[config.mk]
export PLATFORM = sky130hd
export DESIGN_NAME = hscp_core
export DESIGN_NICKNAME = d
export VERILOG_FILES = /design/src/core/hscp_pkg.sv /design/src/core/hscp_core.sv
export VERILOG_INCLUDE_DIRS = /design/src /design/src/core
export SDC_FILE = /design/constraint.sdc
export NUM_CORES = 1
export LEC_CHECK = 0
export BUFFER_PORTS_ARGS = -buffer_cell sky130_fd_sc_hd__buf_2
export CORE_ASPECT_RATIO = 0.5
export CORE_UTILIZATION = 64
export DETAILED_ROUTE_END_ITERATION = 7
export GPL_ROUTABILITY_DRIVEN = 0
export PLACE_DENSITY = 0.84
export SLEW_MARGIN = 5
export SYNTH_ARGS = -nofsm -noshare
export SYNTH_HDL_FRONTEND = slang
export SYNTH_SLANG_ARGS = --single-unit
[constraint.sdc]
create_clock -name clk_in -period 10.2 [get_ports clk_in]
set_input_delay 1.53 -clock clk_in [delete_from_list [all_inputs] [get_ports clk_in]]
set_output_delay 1.53 -clock clk_in [all_outputs]
set_load 0.02 [all_outputs]
[src/core/hscp_defs.svh]
// constants for the host side control and poll block: offsets, fields, resets, timing
// assumes inclusion by the package and the core module only
`ifndef HSCP_DEFS_SVH
`define HSCP_DEFS_SVH
`define HSCP_AW              5
`define HSCP_OFF_IRQ_SRC     5'h03
`define HSCP_OFF_REV_GPIO    5'h04
`define HSCP_OFF_IRQ_EN      5'h05
`define HSCP_OFF_LOCK        5'h0d
`define HSCP_OFF_CLK_SEL     5'h0e
`define HSCP_OFF_POWER       5'h0f
`define HSCP_OFF_HOST_LAST   5'h10
`define HSCP_OFF_LINE_FIRST  5'h12
`define HSCP_OFF_LINE_LAST   5'h18
`define HSCP_OFF_POLL_CTRL   5'h19
`define HSCP_OFF_LINE_REV    5'h1d
`define HSCP_OFF_POLL_VAL    5'h1f
`define HSCP_OFF_HI_FIRST    5'h20
`define HSCP_IDX_LAST        4'h6
`define HSCP_BIT_POLL        7
`define HSCP_BIT_MATCH       6
`define HSCP_BIT_FE_EN       7
`define HSCP_BIT_POWER_DOWN_ENABLE        6
`define HSCP_BIT_SLEEP       5
`define HSCP_BIT_CLK_SEL     7
`define HSCP_BIT_LOCK        7
`define HSCP_IRQ_SRC_RST     8'he0
`define HSCP_IRQ_EN_RST      8'h00
`define HSCP_POWER_RST       3'h4
`define HSCP_GPIO_DIR_RST    3'h7
`define HSCP_POLL_TIME_US    600
`define HSCP_CLK_MHZ         10
`define HSCP_POLL_CYCLES     (`HSCP_POLL_TIME_US * `HSCP_CLK_MHZ)
`endif

[src/core/hscp_pkg.sv]
// types for the host side control and poll block
// assumes the defines header is on the include path
`include "hscp_defs.svh"
package hscp_pkg;
    // register access request from the serial control port
    typedef struct packed {
        logic                 wr;
        logic                 rd;
        logic [`HSCP_AW-1:0]  addr;
        logic [7:0]           wdata;
    } hscp_req_t;
    // barrier read request toward the line side
    typedef struct packed {
        logic       valid;
        logic [3:0] index;
    } hscp_brd_t;
    // poll engine states
    typedef enum logic [2:0] {
        HSCP_IDLE = 3'b001,
        HSCP_WAIT = 3'b010,
        HSCP_DONE = 3'b100
    } hscp_state_t;
endpackage

[src/core/hscp_core.sv]
// host side control: register bank, manual poll engine, interrupt source, power and clock modes
// assumes a serial control front end decoding register accesses synchronous to clk_in,
// and a barrier link that answers an index read with one data strobe
//
// Contract
// [RULE_01] host registers 0x00-0x10 and 0x20-0x24, line copies at 0x12-0x1f; the 5-bit address here reaches 0x00-0x1f only
// [RULE_02] poll index is offset from 0x12; only 0x0 to 0x6 are pollable
// [RULE_03] setting poll request issues a barrier read of the indexed register
// [RULE_04] returned value lands in poll value register, zero after reset
// [RULE_05] match flag set when returned value equals shadow, else cleared, reset zero
// [RULE_06] poll request stays high during poll, device clears it when results ready
// [RULE_07] software reads results only after poll request clears, about 600 us
// [RULE_08] software should write poll index back to zero after a poll
// [RULE_09] fixed read-only host revision in low nibble of 0x04
// [RULE_10] line revision shows code when barrier synced, else 0000
// [RULE_11] active-low interrupt is OR of all enabled sources
// [RULE_12] general pins set as outputs never raise the interrupt
// [RULE_13] reading interrupt source register interrupt_source clears it
// [RULE_14] interrupt source resets to 0xe0 with documented bit layout
// [RULE_15] software treats interrupts during wake-on-ring as valid ring
// [RULE_16] clearing front-end enable disables barrier and line side only
// [RULE_17] sleep stops pll, selects bit clock, tri-states transmit and slot outputs
// [RULE_18] power down shuts device; registers keep contents and stay accessible
// [RULE_19] software reprograms clock rate code before resuming after power down
// [RULE_20] control port stays operational in every reduced power mode
// [RULE_21] clock select picks bit clock or pll; cleared on reset, sleep, power down
// [RULE_22] lock flag reads 1 while pll locked, zero after reset
// [RULE_23] line copies 0x12-0x18 are write-only shadows checked by polling
// [RULE_24] read-only registers ignore writes and still return their value
// [RULE_25] poll request writes are ignored while a poll is in progress
// [RULE_26] interrupt sources are sticky so events during a read are kept
`timescale 1ns/10ps
`include "hscp_defs.svh"
module hscp_core
    import hscp_pkg::*;
#(
    parameter int          POLL_TIMEOUT = `HSCP_POLL_CYCLES,
    parameter logic [3:0]  HOST_REV     = 4'h3,   // arbitrary value
    parameter logic [3:0]  LINE_REV     = 4'ha    // arbitrary value
) (
    input  wire logic          clk_in,
    input  wire logic          rst_in,
    input  wire hscp_req_t     req_in,
    output logic [7:0]         rdata_out,
    output logic               rvalid_out,
    output hscp_brd_t          brd_out,
    input  wire logic          brd_ack_in,
    input  wire logic [7:0]    brd_data_in,
    input  wire logic          barrier_sync_in,
    input  wire logic          pll_locked_in,
    input  wire logic [4:0]    event_in,
    input  wire logic [2:0]    gpio_edge_in,
    output logic               irq_n_out,
    output logic               front_end_on_out,
    output logic               pll_run_out,
    output logic               clk_sel_pll_out,
    output logic               pcm_out_tristate_out,
    output logic               core_shutdown_out
);
    logic [7:0]  irq_src_ff;
    logic [7:0]  irq_en_ff;
    logic [2:0]  gpio_dir_ff;
    logic [2:0]  power_ff;       // {front_end_enable, power_down_enable, sleep_enable}
    logic        clk_sel_ff;
    logic        lock_ff;
    logic [7:0]  shadow_ff [7];
    logic [3:0]  poll_index_ff;
    logic        poll_request_ff;
    logic        poll_match_ff;
    logic [7:0]  poll_value_ff;
    hscp_state_t state_ff;
    logic [15:0] timer_ff;
    logic [7:0]  nxt_rdata;
    logic [7:0]  live_src;
    logic        wr_any;
    logic        rd_src;
    logic        low_power;
    logic        poll_start;

    assign wr_any     = req_in.wr;
    assign rd_src     = req_in.rd && req_in.addr == `HSCP_OFF_IRQ_SRC;
    assign low_power  = power_ff[1] || power_ff[0];
    // a start needs an idle engine, a pollable index and a live front end
    assign poll_start = wr_any && req_in.addr == `HSCP_OFF_POLL_CTRL
                        && req_in.wdata[`HSCP_BIT_POLL] && state_ff == HSCP_IDLE   // RULE_25
                        && req_in.wdata[3:0] <= `HSCP_IDX_LAST && power_ff[2];      // RULE_02

    // gpio events only from pins set as inputs, other sources direct
    assign live_src = {gpio_edge_in & gpio_dir_ff, event_in};   // RULE_12

    // sticky interrupt source, cleared by read; set wins over clear
    always_ff @(posedge clk_in or posedge rst_in) begin
        if (rst_in) begin
            irq_src_ff <= `HSCP_IRQ_SRC_RST;   // RULE_14
        end else if (rd_src) begin
            irq_src_ff <= live_src;             // RULE_13 RULE_26
        end else begin
            irq_src_ff <= irq_src_ff | live_src;   // RULE_26
        end
    end

    // interrupt output: or of enabled sources, registered, active low
    always_ff @(posedge clk_in or posedge rst_in) begin
        if (rst_in) begin
            irq_n_out <= 1'b1;
        end else begin
            irq_n_out <= ~|(irq_src_ff & irq_en_ff & {gpio_dir_ff, 5'h1f});   // RULE_11 RULE_12
        end
    end

    // writable host registers; still live in low power
    always_ff @(posedge clk_in or posedge rst_in) begin
        if (rst_in) begin
            irq_en_ff   <= `HSCP_IRQ_EN_RST;
            gpio_dir_ff <= `HSCP_GPIO_DIR_RST;
            power_ff    <= `HSCP_POWER_RST;
        end else if (wr_any) begin   // RULE_20
            unique case (req_in.addr)
                `HSCP_OFF_IRQ_EN:   irq_en_ff   <= req_in.wdata;
                `HSCP_OFF_REV_GPIO: gpio_dir_ff <= req_in.wdata[7:5];   // RULE_09 low nibble ignored
                `HSCP_OFF_POWER:    power_ff    <= req_in.wdata[`HSCP_BIT_FE_EN:`HSCP_BIT_SLEEP];
                default: ;
            endcase
        end
    end

    // clock select: cleared on entering sleep or power down
    always_ff @(posedge clk_in or posedge rst_in) begin
        if (rst_in) begin
            clk_sel_ff <= 1'b0;
        end else if (low_power) begin
            clk_sel_ff <= 1'b0;   // RULE_21
        end else if (wr_any && req_in.addr == `HSCP_OFF_CLK_SEL) begin
            clk_sel_ff <= req_in.wdata[`HSCP_BIT_CLK_SEL];   // RULE_21
        end
    end

    // pll lock status capture; pll counted unlocked while stopped
    always_ff @(posedge clk_in or posedge rst_in) begin
        if (rst_in) begin
            lock_ff <= 1'b0;
        end else begin
            lock_ff <= pll_locked_in && !low_power;   // RULE_22
        end
    end

    // line side shadows, one per pollable register
    for (genvar i = 0; i < 7; i++) begin : g_shadow
        always_ff @(posedge clk_in or posedge rst_in) begin
            if (rst_in) begin
                shadow_ff[i] <= 8'h00;
            end else if (wr_any && req_in.addr == `HSCP_OFF_LINE_FIRST + 5'(i)) begin
                shadow_ff[i] <= req_in.wdata;   // RULE_23
            end
        end
    end

    // poll index register
    always_ff @(posedge clk_in or posedge rst_in) begin
        if (rst_in) begin
            poll_index_ff <= 4'h0;
        end else if (wr_any && req_in.addr == `HSCP_OFF_POLL_CTRL && state_ff == HSCP_IDLE) begin
            poll_index_ff <= req_in.wdata[3:0];   // RULE_02
        end
    end

    // poll engine: issue, wait for the line side answer, publish
    always_ff @(posedge clk_in or posedge rst_in) begin
        if (rst_in) begin
            state_ff        <= HSCP_IDLE;
            poll_request_ff <= 1'b0;
            brd_out         <= '0;
            timer_ff        <= 16'h0000;
        end else begin
            unique case (state_ff)
                HSCP_IDLE: begin
                    if (poll_start) begin
                        state_ff        <= HSCP_WAIT;
                        poll_request_ff <= 1'b1;                                 // RULE_06
                        brd_out         <= '{valid: 1'b1, index: req_in.wdata[3:0]};   // RULE_03
                        timer_ff        <= 16'h0000;
                    end
                end
                HSCP_WAIT: begin
                    brd_out.valid <= 1'b0;
                    timer_ff      <= timer_ff + 16'h0001;
                    // answer, lost front end or timeout all end the poll
                    if (brd_ack_in || !power_ff[2] || timer_ff == 16'(POLL_TIMEOUT - 1)) begin
                        state_ff <= HSCP_DONE;
                    end
                end
                HSCP_DONE: begin
                    state_ff        <= HSCP_IDLE;
                    poll_request_ff <= 1'b0;   // RULE_06
                end
            endcase
        end
    end

    // result capture: value and compare with shadow
    always_ff @(posedge clk_in or posedge rst_in) begin
        if (rst_in) begin
            poll_value_ff <= 8'h00;
            poll_match_ff <= 1'b0;
        end else if (state_ff == HSCP_WAIT && brd_ack_in) begin
            poll_value_ff <= brd_data_in;                                        // RULE_04
            poll_match_ff <= brd_data_in == shadow_ff[poll_index_ff[2:0]];        // RULE_05
        end
    end

    // read mux; read-only fields return state, shadows read zero
    always_comb begin
        nxt_rdata = 8'h00;
        unique case (req_in.addr)
            `HSCP_OFF_IRQ_SRC:   nxt_rdata = irq_src_ff;
            `HSCP_OFF_REV_GPIO:  nxt_rdata = {gpio_dir_ff, 1'b0, HOST_REV};                  // RULE_09
            `HSCP_OFF_IRQ_EN:    nxt_rdata = irq_en_ff;
            `HSCP_OFF_LOCK:      nxt_rdata = {lock_ff, 7'h00};                               // RULE_22 RULE_24
            `HSCP_OFF_CLK_SEL:   nxt_rdata = {clk_sel_ff, 7'h00};
            `HSCP_OFF_POWER:     nxt_rdata = {power_ff, 5'h00};
            `HSCP_OFF_POLL_CTRL: nxt_rdata = {poll_request_ff, poll_match_ff, 2'b00, poll_index_ff};
            `HSCP_OFF_LINE_REV:  nxt_rdata = {barrier_sync_in ? LINE_REV : 4'h0, 4'h0};      // RULE_10
            `HSCP_OFF_POLL_VAL:  nxt_rdata = poll_value_ff;                                  // RULE_01
            default:             nxt_rdata = 8'h00;
        endcase
    end

    // registered read answer, one cycle after the request
    always_ff @(posedge clk_in or posedge rst_in) begin
        if (rst_in) begin
            rdata_out  <= 8'h00;
            rvalid_out <= 1'b0;
        end else begin
            rdata_out  <= req_in.rd ? nxt_rdata : 8'h00;
            rvalid_out <= req_in.rd;
        end
    end

    // power mode outputs
    always_ff @(posedge clk_in or posedge rst_in) begin
        if (rst_in) begin
            front_end_on_out     <= 1'b1;
            pll_run_out          <= 1'b1;
            clk_sel_pll_out      <= 1'b0;
            pcm_out_tristate_out <= 1'b0;
            core_shutdown_out    <= 1'b0;
        end else begin
            front_end_on_out     <= power_ff[2] && !power_ff[1];         // RULE_16 RULE_18
            pll_run_out          <= !low_power;                          // RULE_17
            clk_sel_pll_out      <= clk_sel_ff && lock_ff && !low_power; // RULE_17 RULE_21
            pcm_out_tristate_out <= low_power;                           // RULE_17
            core_shutdown_out    <= power_ff[1];                         // RULE_18
        end
    end
endmodule

==> impl_metrics.tcl, run 1 <==
set metrics [dict create \
    initial_utilization_pct 67.70 \
    placed_cell_area_um2 6384 \
    synth_area_um2 6038 \
    min_path_type "register to register" \
    muxShareOfSynthArea_pct 20.62 \
    wl_met1_um 6260 \
    cts_max_level 4 \
    cp.required_ns 10.50 \
    ctsHoldBuffers 0 \
    synth_edf_count 0 \
    grt_start_max_net_pins 89 \
    post_synth_inst_count 497 \
    cts.clk_slew.worst_paths_ns 0.06 \
    syn_nets 534 \
    fin_crit_sh_pct 31.67 \
    min_period_ns 3.230 \
    die_area_um2 9851 \
    cp-startpoint "req_in[9]" \
    timing.setup.tns_ns 0 \
    fin_skew_ns 0.005032 \
    rows 24 \
    power_mw 1.583 \
    synth_adder_area_share_pct 0.2072 \
    cts_tree "done" \
    drt_iter0_drc 410 \
    overflow 0 \
    grt_pass1_wl_um 23080 \
    worst-setup-path-type "input pin to register" \
    hold_viol 0 \
    top_layer "met4" \
    fin_area_um2 6969 \
    synth_compound_area_share_pct 9.449 \
    synth_area_leaders "dfrtp_1 51%, mux2_2 16%, dfstp_2 4.8%" \
    status "finished clean" \
    routed-wl-met3_um 1008 \
    synth_ff_type "dfrtp_1" \
    drt-total-wl_um 14360 \
    hold_path_startpoint "brd_out[4]" \
    fillers 524 \
    avgSynthCellArea_um2 12.15 \
    grt_pass1_vias 4334 \
    drv_cap 0 \
    ant_nets 0 \
    rsz0062_at_grt "false" \
    slew_violations 0 \
    pre_cts_slack_ns 6.639 \
    cellLeakagePower_nw 3.112 \
    diodes 0 \
    instances_no_fill 681 \
    die_y_um 70.69 \
    synth_largest_area_cell "dfrtp_1" \
    cts_sinks 133 \
    powerDensity_nw_per_um2 227.2 \
    cts_buffers 17 \
    setup_violations 0 \
    drt_pass1_iterations 6 \
    grt_usage_pct 31.80 \
    design.core.area_um2 8919 \
    portBuffers 55 \
    place_inst 649 \
    num_vias 4296 \
    max_freq_ghz 0.3096 \
    post_drt_wl_per_cell_um 21.09 \
    cts_resized 0 \
    synth-xor-area-share_pct 1.596 \
    via_per_inst 6.308 \
    dp_hpwl_um 9198 \
    root_buffer "clkbuf_16" \
    wl_met2_um 6702 \
    ir_drop_uv 138.8 \
    clk-insertion-delay-late_ns 0.42 \
    ys_types 46 \
    synth_seq_cells 133 \
    worstPathArrival_ns 3.53 \
    fin_nets 588 \
    endpoint_kind "register" \
    synth_warnings 0 \
    antenna_found_initial 0 \
    r2r_start "poll_index_ff[1]" \
    finalWorstSetupSlack_ns 6.970 \
    synth_top_family_by_area "multiplexers" \
    crit_fanout 15 \
    async_flop_share_pct 100.0 \
    ios 56 \
    worstMarginPinSlew_ns 1.071 \
    postCtsSetupBuffers 0 \
    drc_errors 0 \
    die_w_um 139.4 \
    startpoint_type "input pin" \
    area_delta_synth_final_pct 15.42 \
    synth-seq-area-share_pct 55.35 \
    synthSimpleGateAreaFrac_pct 10.36 \
    netlist.area_leader.share_pct 50.56 \
    slew_headroom_pct 28.01 \
    drive_gt1_share_pct 34.93 \
    cts_buffer_depth 2 \
]
-- synth_stat cells (2+ instances only) --
| cell type | number |
|---|---|
| mux2i_1 | 22 |
| a21oi_1 | 15 |
| nand3_1 | 17 |
| mux2_2 | 85 |
| clkbuf_1 | 15 |
| buf_1 | 3 |
| and3_1 | 4 |
| nor2b_1 | 3 |
| nand2_1 | 41 |
| a22o_1 | 4 |
| a222oi_1 | 3 |
| a21o_1 | 5 |
| nor3_1 | 3 |
| nor3_2 | 5 |
| nand2b_1 | 6 |
| nand4_1 | 6 |
| o31ai_1 | 4 |
| buf_2 | 3 |
| xnor2_1 | 6 |
| o211ai_1 | 2 |
| o221ai_1 | 5 |
| a31oi_1 | 8 |
| dfrtp_1 | 122 |
| nor2_1 | 21 |
| a22oi_1 | 16 |
| mux4_2 | 3 |
| or3_1 | 3 |
| o21ai_0 | 17 |
| inv_1 | 14 |
| dfstp_2 | 11 |
| and2_1 | 6 |
| xor2_1 | 5 |
-- registers in the layout, summed over array words and instances (netlist names), 4 cells and up --
signal and flops:
shadow_ff 56, irq_en_ff 8, irq_src_ff 8, poll_value_ff 8
rdata_out 8, timer_ff 16, brd_out 5, poll_index_ff 4
-- worst max-delay path, stage by stage --
cell      delay [ns]
buf_2           0.15
nand4b_1        0.27
nor3_2          0.50
nand3_1         0.60
mux2_2          0.48
-- kinds of logic (layout without fill, tap and decap cells) --
kind of cell               count (synthesis)  in the layout
AOI/OAI and AO/OA                         84             84
buffers and inverters                     36            103
and+or+nand+nor                          122            122
xor gates and xnor gates                  11             11
muxes                                    110            110
DFF                                      133            133
adders and majority gates                  1              1
-- layout make-up --
cell class	instances	area (um2)	share of cell area, %
tap	117	146.4	2.101
sequential	133	3342	47.95
inverter	14	55.05	0.7899
clock buffer	19	452.9	6.499
clock inverter	13	132.6	1.903
timing repair buffer	57	290.3	4.165
multi-input combinational	328	2550	36.59
-- path summary, 6_finish.rpt --
kind | end | depth (start not counted) | slack [ns]
worst min register to register | brd_out[4] | 2 | 0.47
min in group asynchronous | brd_out[3] | 2 | 1.18
max in group asynchronous | shadow_ff[17] | 3 | 7.54
worst max-delay path | brd_out[2] | 5 | 6.97
worst max register to register | poll_match_ff | 6 | 7.76
worst min-delay path | brd_out[4] | 2 | 0.47
-- cell usage in the layout (no fill, tap or decap), drive strengths merged, types with 3 or more instances in the layout --
cell type,instances
a21o,5
a21oi,15
a222oi,3
a22o,4
a22oi,16
a31oi,8
and2,6
and3,4
buf,57
clkbuf,19
clkinv,7
clkinvlp,4
dfrtp,122
dfstp,11
inv,14
mux2,85
mux2i,22
mux4,3
nand2,41
nand2b,6
nand3,17
nand4,6
nor2,21
nor2b,3
nor3,8
o21ai,18
o221ai,5
o31ai,4
or3,3
xnor2,6
xor2,5
-- metal layers --
layer  vias up  track usage, %
li1       1915               -
met1      2160           43.21
met2       188           49.97
met3        33           6.906
met4         0           14.81
met5         -               0
-- where the power goes --
group | leakage [nW] | internal [mW] | switching, mW
Combinational | 1.18 | 0.130 | 0.148
Clock | 0.281 | 0.370 | 0.231
Sequential | 1.65 | 0.632 | 0.0722
-- stage by stage --
| step | util [%] | hold WS [ns] |
|---|---|---|
| floorplan | - | 0.4097 |
| global route | 78.14 | 0.5100 |
| global placement | 71.58 | 0.4581 |
| CTS | 78.14 | 0.4758 |
| finish | 78.14 | 0.4709 |
| detailed placement | 71.58 | 0.4637 |
No activity file was read; power rests on OpenSTA's default activity.
==> run 2, diff against run 1 <==
--- a/config.mk
+++ b/config.mk
@@ -6,12 +6,13 @@
 export SDC_FILE = /design/constraint.sdc
 export NUM_CORES = 1
 export LEC_CHECK = 0
+export ABC_AREA = 1
 export BUFFER_PORTS_ARGS = -buffer_cell sky130_fd_sc_hd__buf_2
 export CORE_ASPECT_RATIO = 0.5
-export CORE_UTILIZATION = 64
+export CORE_UTILIZATION = 59
 export DETAILED_ROUTE_END_ITERATION = 7
 export GPL_ROUTABILITY_DRIVEN = 0
-export PLACE_DENSITY = 0.84
+export PLACE_DENSITY = 0.78
 export SLEW_MARGIN = 5
 export SYNTH_ARGS = -nofsm -noshare
 export SYNTH_HDL_FRONTEND = slang
==> constraint.sdc (replaced) <==
create_clock -name clk_in -period 3.3 [get_ports clk_in]
set_input_delay 0.495 -clock clk_in [delete_from_list [all_inputs] [get_ports clk_in]]
set_output_delay 0.495 -clock clk_in [all_outputs]
set_load 0.02 [all_outputs]
==> run 2 against run 1 <==
  * Sequential cell count stayed put
  * Largest cell class unchanged
  * Clock-buffer cell count stayed put
  * Synthesized cell count is 55% higher
==> impl_metrics.tcl, run 2 <==
set metrics [dict create \
    placed_cell_area_um2 6636 \
    synth_largest_area_cell "dfrtp_1" \
    seq_power_share_pct 42.2 \
    avgSynthCellArea_um2 8.110 \
    cpLargestDelayFamily "simple AND/OR/NAND/NOR gates" \
    cts_tree "done" \
    cts.clk_slew.worst_paths_ns 0.06 \
    synth-seq-area-share_pct 53.52 \
    clkPwrFrac_pct 38.2 \
    gr-usage-met3_pct 6.061 \
    synth_warnings 0 \
    ys_top_cells_by_count "214 x nand2_1, 122 x dfrtp_1, 107 x inv_1, 101 x o21ai_0, 58 x nand3_1" \
    cts_buffers 17 \
    syn_nets 807 \
    drive_gt1_share_pct 14.54 \
    crit_fanout 18 \
    synth_seq_cells 133 \
    cts_sinks 133 \
    status "finished clean" \
    via_per_inst 5.559 \
    diodes 0 \
    drt_iter0_drc 518 \
    dp_hpwl_um 10240 \
    setup_violations 0 \
    async_flop_share_pct 100.0 \
    timing.setup.tns_ns 0 \
    synth_area_leaders "dfrtp_1 49%, nand2_1 13%, o21ai_0 8.1%" \
    endpoint_kind "register" \
    grt_start_max_net_pins 134 \
    postCtsSetupBuffers 0 \
    cp.required_ns 3.65 \
    area_delta_synth_final_pct 15.91 \
    biggestRegsByFlops "shadow_ff (56), timer_ff (16)" \
    place_inst 947 \
    drt_pass1_iterations 6 \
    final_cell_mix "214 x nand2_1, 122 x dfrtp_1, 106 x inv_1" \
    cts_resized 0 \
    worstMarginPinSlew_ns 0.7095 \
    cellLeakagePower_nw 3.714 \
    root_buffer "clkbuf_16" \
    portBuffers 55 \
    overflow 0 \
    grt_use_met1_pct 41.91 \
    slew_violations 0 \
    p_int_mw 3.430 \
    pre_cts_slack_ns 1.137 \
    grt_pass1_wl_um 25720 \
    cpPeakStageDelay_ns 0.63 \
    slowest_stage "dfrtp_1" \
    cts_buffer_depth 2 \
    die_y_um 74.75 \
    crit_buf_inv 1 \
    fin_skew_ns 0.008312 \
    hold_viol 0 \
    worstPathArrival_ns 2.43 \
    clk-insertion-delay-late_ns 0.42 \
    synth_area_um2 6245 \
    fin_area_um2 7238 \
    combPwrFrac_pct 19.6 \
    cp_common_cell "nand2_1" \
    finalWorstSetupSlack_ns 1.221 \
    crit_chain "inv_2 -> nor2_2 -> nand2_1 -> nand3_1 -> nand2_1 -> a21oi_1 -> nand2_1 -> nor2_1 -> nand3_1 -> nand2_1" \
    rows 26 \
    post_synth_inst_count 770 \
    ctsHoldBuffers 0 \
    largest_register "shadow_ff" \
    fin_crit_sh_pct 63.00 \
    p_sw_share_pct 32.03 \
    synth_edf_count 0 \
    min_period_ns 2.079 \
    initial_utilization_pct 60.94 \
    worst-setup-path-type "register to register" \
    startpoint_type "register" \
    drt-total-wl_um 15640 \
    drc_errors 0 \
    post_drt_wl_per_cell_um 15.98 \
    slew_headroom_pct 52.70 \
    hold_slack_ns 0.2160 \
    die_area_um2 11020 \
    design.core.area_um2 10250 \
    rsz0062_at_grt "false" \
    netlist.area_leader.share_pct 48.89 \
    ir_drop_uv 440.5 \
    final_util_pct 70.63 \
    grtUsageMet2_pct 50.37 \
    ant_nets 0 \
    cts_max_level 4 \
    max_freq_ghz 0.4810 \
    drv_cap 0 \
    busiest_layer "met2" \
    min_path_type "input pin to register" \
    ys_types 42 \
    ios 56 \
    fin_nets 863 \
    num_vias 5442 \
    layout_commonest_cell "nand2_1" \
    antenna_found_initial 0 \
    instances_no_fill 979 \
    die_w_um 147.5 \
    powerDensity_nw_per_um2 697.1 \
    largest_register_ffs 56 \
    grt_usage_pct 31.08 \
    power_mw 5.046 \
    grt_pass1_vias 5098 \
    synth_ff_type "dfrtp_1" \
    p_sw_mw 1.616 \
    yosysMostFrequentCell "nand2_1" \
]
[run 2: path summary, 6_finish.rpt]
path	endpoint	depth (start not counted)	slack, ns	start
max	poll_match_ff	10	1.22	poll_index_ff[1]
min	rvalid_out	1	0.22	req_in[13]
max reg2reg	poll_match_ff	10	1.22	poll_index_ff[1]
min reg2reg	pll_run_out	1	0.46	power_ff[0]
max in group asynchronous	brd_out[4]	3	2.49	rst_in
min in group asynchronous	rdata_out[1]	3	0.26	rst_in
[run 2: layer usage]
metal / share of wire, % / routed length [um]
met5: 0 / 0
met4: 2.7 / 427
met3: 7.3 / 1136
met2: 44 / 6941
met1: 46 / 7135
[run 2: worst register-to-register path, cell delays in order (launching register included)]
cell and delay (ns):
dfrtp_1 0.63, inv_2 0.28, nor2_2 0.37, nand2_1 0.09
nand3_1 0.09, nand2_1 0.10, a21oi_1 0.15, nand2_1 0.07
nor2_1 0.09, nand3_1 0.08, nand2_1 0.06
[run 2: layout make-up]
type                            instances  area [um2]
Sequential cell                       133        3342
Clock inverter                         13       148.9
Tap cell                              140       175.2
Timing Repair Buffer                   58       310.3
Fill cell                             784        3009
Multi-Input combinational cell        504        2385
Clock buffer                           19       452.9
Inverter                              112       424.2
[run 2: power groups by stage]
stage          clock [mW]  combinational [mW]  sequential [mW]
3_3_place_gp            0               0.934             2.14
3_5_place_dp            0               0.968             2.15
6_report             1.93               0.989             2.13
2_1_floorplan           0               0.701             2.12
5_1_grt              2.01                1.13             2.16
4_1_cts              1.94               0.985             2.13
[run 2: cells by family (layout without fill, tap and decap cells)]
kind of cell | Yosys count | after routing | synth area share (%)
adders and majority gates | 1 | 1 | 0.2003
DFF | 133 | 133 | 53.52
buffers and inverters | 133 | 202 | 8.295
xor gates and xnor gates | 1 | 1 | 0.1403
AOI/OAI and AO/OA | 156 | 156 | 13.81
and+or+nand+nor | 346 | 346 | 24.04
==> run 3, diff against run 2 <==
--- a/config.mk
+++ b/config.mk
@@ -9,10 +9,10 @@
 export ABC_AREA = 1
 export BUFFER_PORTS_ARGS = -buffer_cell sky130_fd_sc_hd__buf_2
 export CORE_ASPECT_RATIO = 0.5
-export CORE_UTILIZATION = 59
+export CORE_UTILIZATION = 54
 export DETAILED_ROUTE_END_ITERATION = 7
 export GPL_ROUTABILITY_DRIVEN = 0
-export PLACE_DENSITY = 0.78
+export PLACE_DENSITY = 0.75
 export SLEW_MARGIN = 5
 export SYNTH_ARGS = -nofsm -noshare
 export SYNTH_HDL_FRONTEND = slang
==> constraint.sdc (replaced) <==
create_clock -name clk_in -period 1.8 [get_ports clk_in]
set_input_delay 0.27 -clock clk_in [delete_from_list [all_inputs] [get_ports clk_in]]
set_output_delay 0.27 -clock clk_in [all_outputs]
set_load 0.02 [all_outputs]
==> run 3 against run 2 <==
  * The flow now finishes with violations (negative hold slack)
  * Utilization down 3.7 points
  * Fmax is 27% higher
  * Worst setup slack worse by 1.1 ns
  * Largest power group unchanged
==> impl_metrics.tcl, run 3 (synthesized netlist as in run 2, its figures left out) <==
set metrics [dict create \
    status "finished with violations" \
    violations "negative hold slack" \
    initial_utilization_pct 56.19 \
    antenna_found_initial 0 \
    cellLeakagePower_nw 3.822 \
    drv_cap 0 \
    r2r_slack_ns 0.16 \
    area_delta_synth_final_pct 19.17 \
    worstPathArrival_ns 2.00 \
    die_w_um 154.1 \
    combPwrFrac_pct 19.8 \
    fin_skew_ns 0.007195 \
    hold_viol 7 \
    cts_buffer_depth 2 \
    min_period_ns 1.641 \
    via_per_inst 5.482 \
    root_buffer "clkbuf_16" \
    endpoint_kind "register" \
    layout_commonest_cell "nand2_1" \
    worstMarginPinSlew_ns 0.5339 \
    startpoint_type "register" \
    power_mw 9.494 \
    largest_register_ffs 56 \
    grt_pass1_wl_um 25810 \
    die_y_um 78.04 \
    grt_pass1_vias 5171 \
    drive_gt1_share_pct 16.67 \
    ff2ff_path_depth 12 \
    ir_drop_uv 683.2 \
    crit_fanout 15 \
    finalWorstSetupSlack_ns 0.1592 \
    grt_usage_pct 28.15 \
    biggestRegsByFlops "shadow_ff (56), timer_ff (16)" \
    postCtsSetupBuffers 0 \
    largest_register "shadow_ff" \
    clk-insertion-delay-late_ns 0.42 \
    num_vias 5498 \
    ant_nets 0 \
    final_util_pct 66.96 \
    drc_errors 0 \
    post_drt_wl_per_cell_um 15.57 \
    drt-total-wl_um 15620 \
    r2r_start "poll_index_ff[0]" \
    design.core.area_um2 11110 \
    rows 27 \
    diodes 0 \
    cts_buffers 17 \
    r2r_end "poll_match_ff" \
    min_path_type "input pin to async pin" \
    final_cell_mix "214 x nand2_1, 122 x dfrtp_1, 106 x inv_1" \
    pre_cts_slack_ns 0.05359 \
    p_sw_mw 2.909 \
    cts_sinks 133 \
    p_int_mw 6.586 \
    fin_crit_sh_pct 91.16 \
    place_inst 970 \
    powerDensity_nw_per_um2 1276 \
    portBuffers 55 \
    hold_slack_ns -0.02342 \
    drt_iter0_drc 451 \
    cts_tree "done" \
    fin_nets 882 \
    cp.required_ns 2.16 \
    grt_start_max_net_pins 96 \
    p_sw_share_pct 30.63 \
    fin_area_um2 7442 \
    dp_hpwl_um 10690 \
    placed_cell_area_um2 6778 \
    die_area_um2 12020 \
    multi_input_area_um2 2400 \
    setup_violations 0 \
    slew_headroom_pct 64.32 \
    instances_no_fill 1003 \
    drt_pass1_iterations 6 \
    max_freq_ghz 0.6094 \
    clkPwrFrac_pct 39.3 \
    seqCellArea_um2 3342 \
    fillers 879 \
    worst-setup-path-type "register to register" \
    cts.clk_slew.worst_paths_ns 0.06 \
    cts_max_level 4 \
    slew_violations 0 \
    seq_power_share_pct 40.9 \
    ios 56 \
    overflow 0 \
]
## run 3: how the worst max path moves through the flow
| stage | startpoint | to | slack, ns | cells past startpoint |
|---|---|---|---|---|
| floorplan | rst_in | brd_out[0] | -0.11 | 1 |
| finish | poll_index_ff[0] | poll_match_ff | 0.16 | 12 |
| detailed placement | timer_ff[1] | timer_ff[14] | 0.05 | 8 |
| CTS | timer_ff[1] | timer_ff[14] | 0.05 | 8 |
| global placement | req_in[11] | timer_ff[2] | 0.14 | 8 |
| global route | timer_ff[2] | timer_ff[15] | -0.003 | 9 |
## run 3: per-layer routing
metal | wire [um] | GRT usage [%] | vias to the layer above
met3 | 1249 | 6.019 | 22
met4 | 257 | 11.00 | 0
met1 | 7136 | 39.08 | 2580
met2 | 6974 | 43.68 | 247
met5 | 0 | 0 | -
li1 | - | - | 2649
## run 3: power by group through the flow
stage | Clock, mW | Sequential [mW] | Combinational, mW
3_3_place_gp | 0 | 3.90 | 1.79
3_5_place_dp | 0 | 3.92 | 1.84
4_1_cts | 3.77 | 3.87 | 1.87
6_report | 3.73 | 3.88 | 1.88
2_1_floorplan | 0 | 3.89 | 1.29
5_1_grt | 3.91 | 3.94 | 2.15
## run 3: metrics by stage
| stage | hold WS, ns | setup TNS, ns |
|---|---|---|
| after floorplan | 0.3014 | -13.69 |
| after global placement | 0.4152 | 0 |
| after detailed placement | 0.4297 | 0 |
| after CTS | 0.02176 | 0 |
| after global routing | 0.04157 | -0.002924 |
| final | -0.02342 | 0 |
## run 3: worst max-delay path, stage by stage (launching register included)
cell and delay [ns]:
dfrtp_1 0.40, inv_2 0.23, buf_4 0.22, nand2_1 0.06
nand3_1 0.06, nand3_1 0.13, nand3_1 0.10, nand2_1 0.06
inv_1 0.05, nand2_1 0.05, nor2_1 0.10, nand3_1 0.07
nand2_1 0.06
## run 3: what timing repair did
| action | CTS | global route |
|---|---|---|
| setup endpoints to repair | 0 | 5 |
| hold endpoints to repair | 1 | 0 |
| hold buffers | 1 | 0 |
| gates resized for setup | 0 | 6 |
## run 3: final cells by class
type | instances | share of cell area [%]
Multi-Input combinational cell | 504 | 32.25
Tap cell | 145 | 2.438
Clock inverter | 14 | 2.690
Clock buffer | 18 | 5.901
Timing Repair Buffer | 77 | 6.120
Inverter | 112 | 5.699
Sequential cell | 133 | 44.91
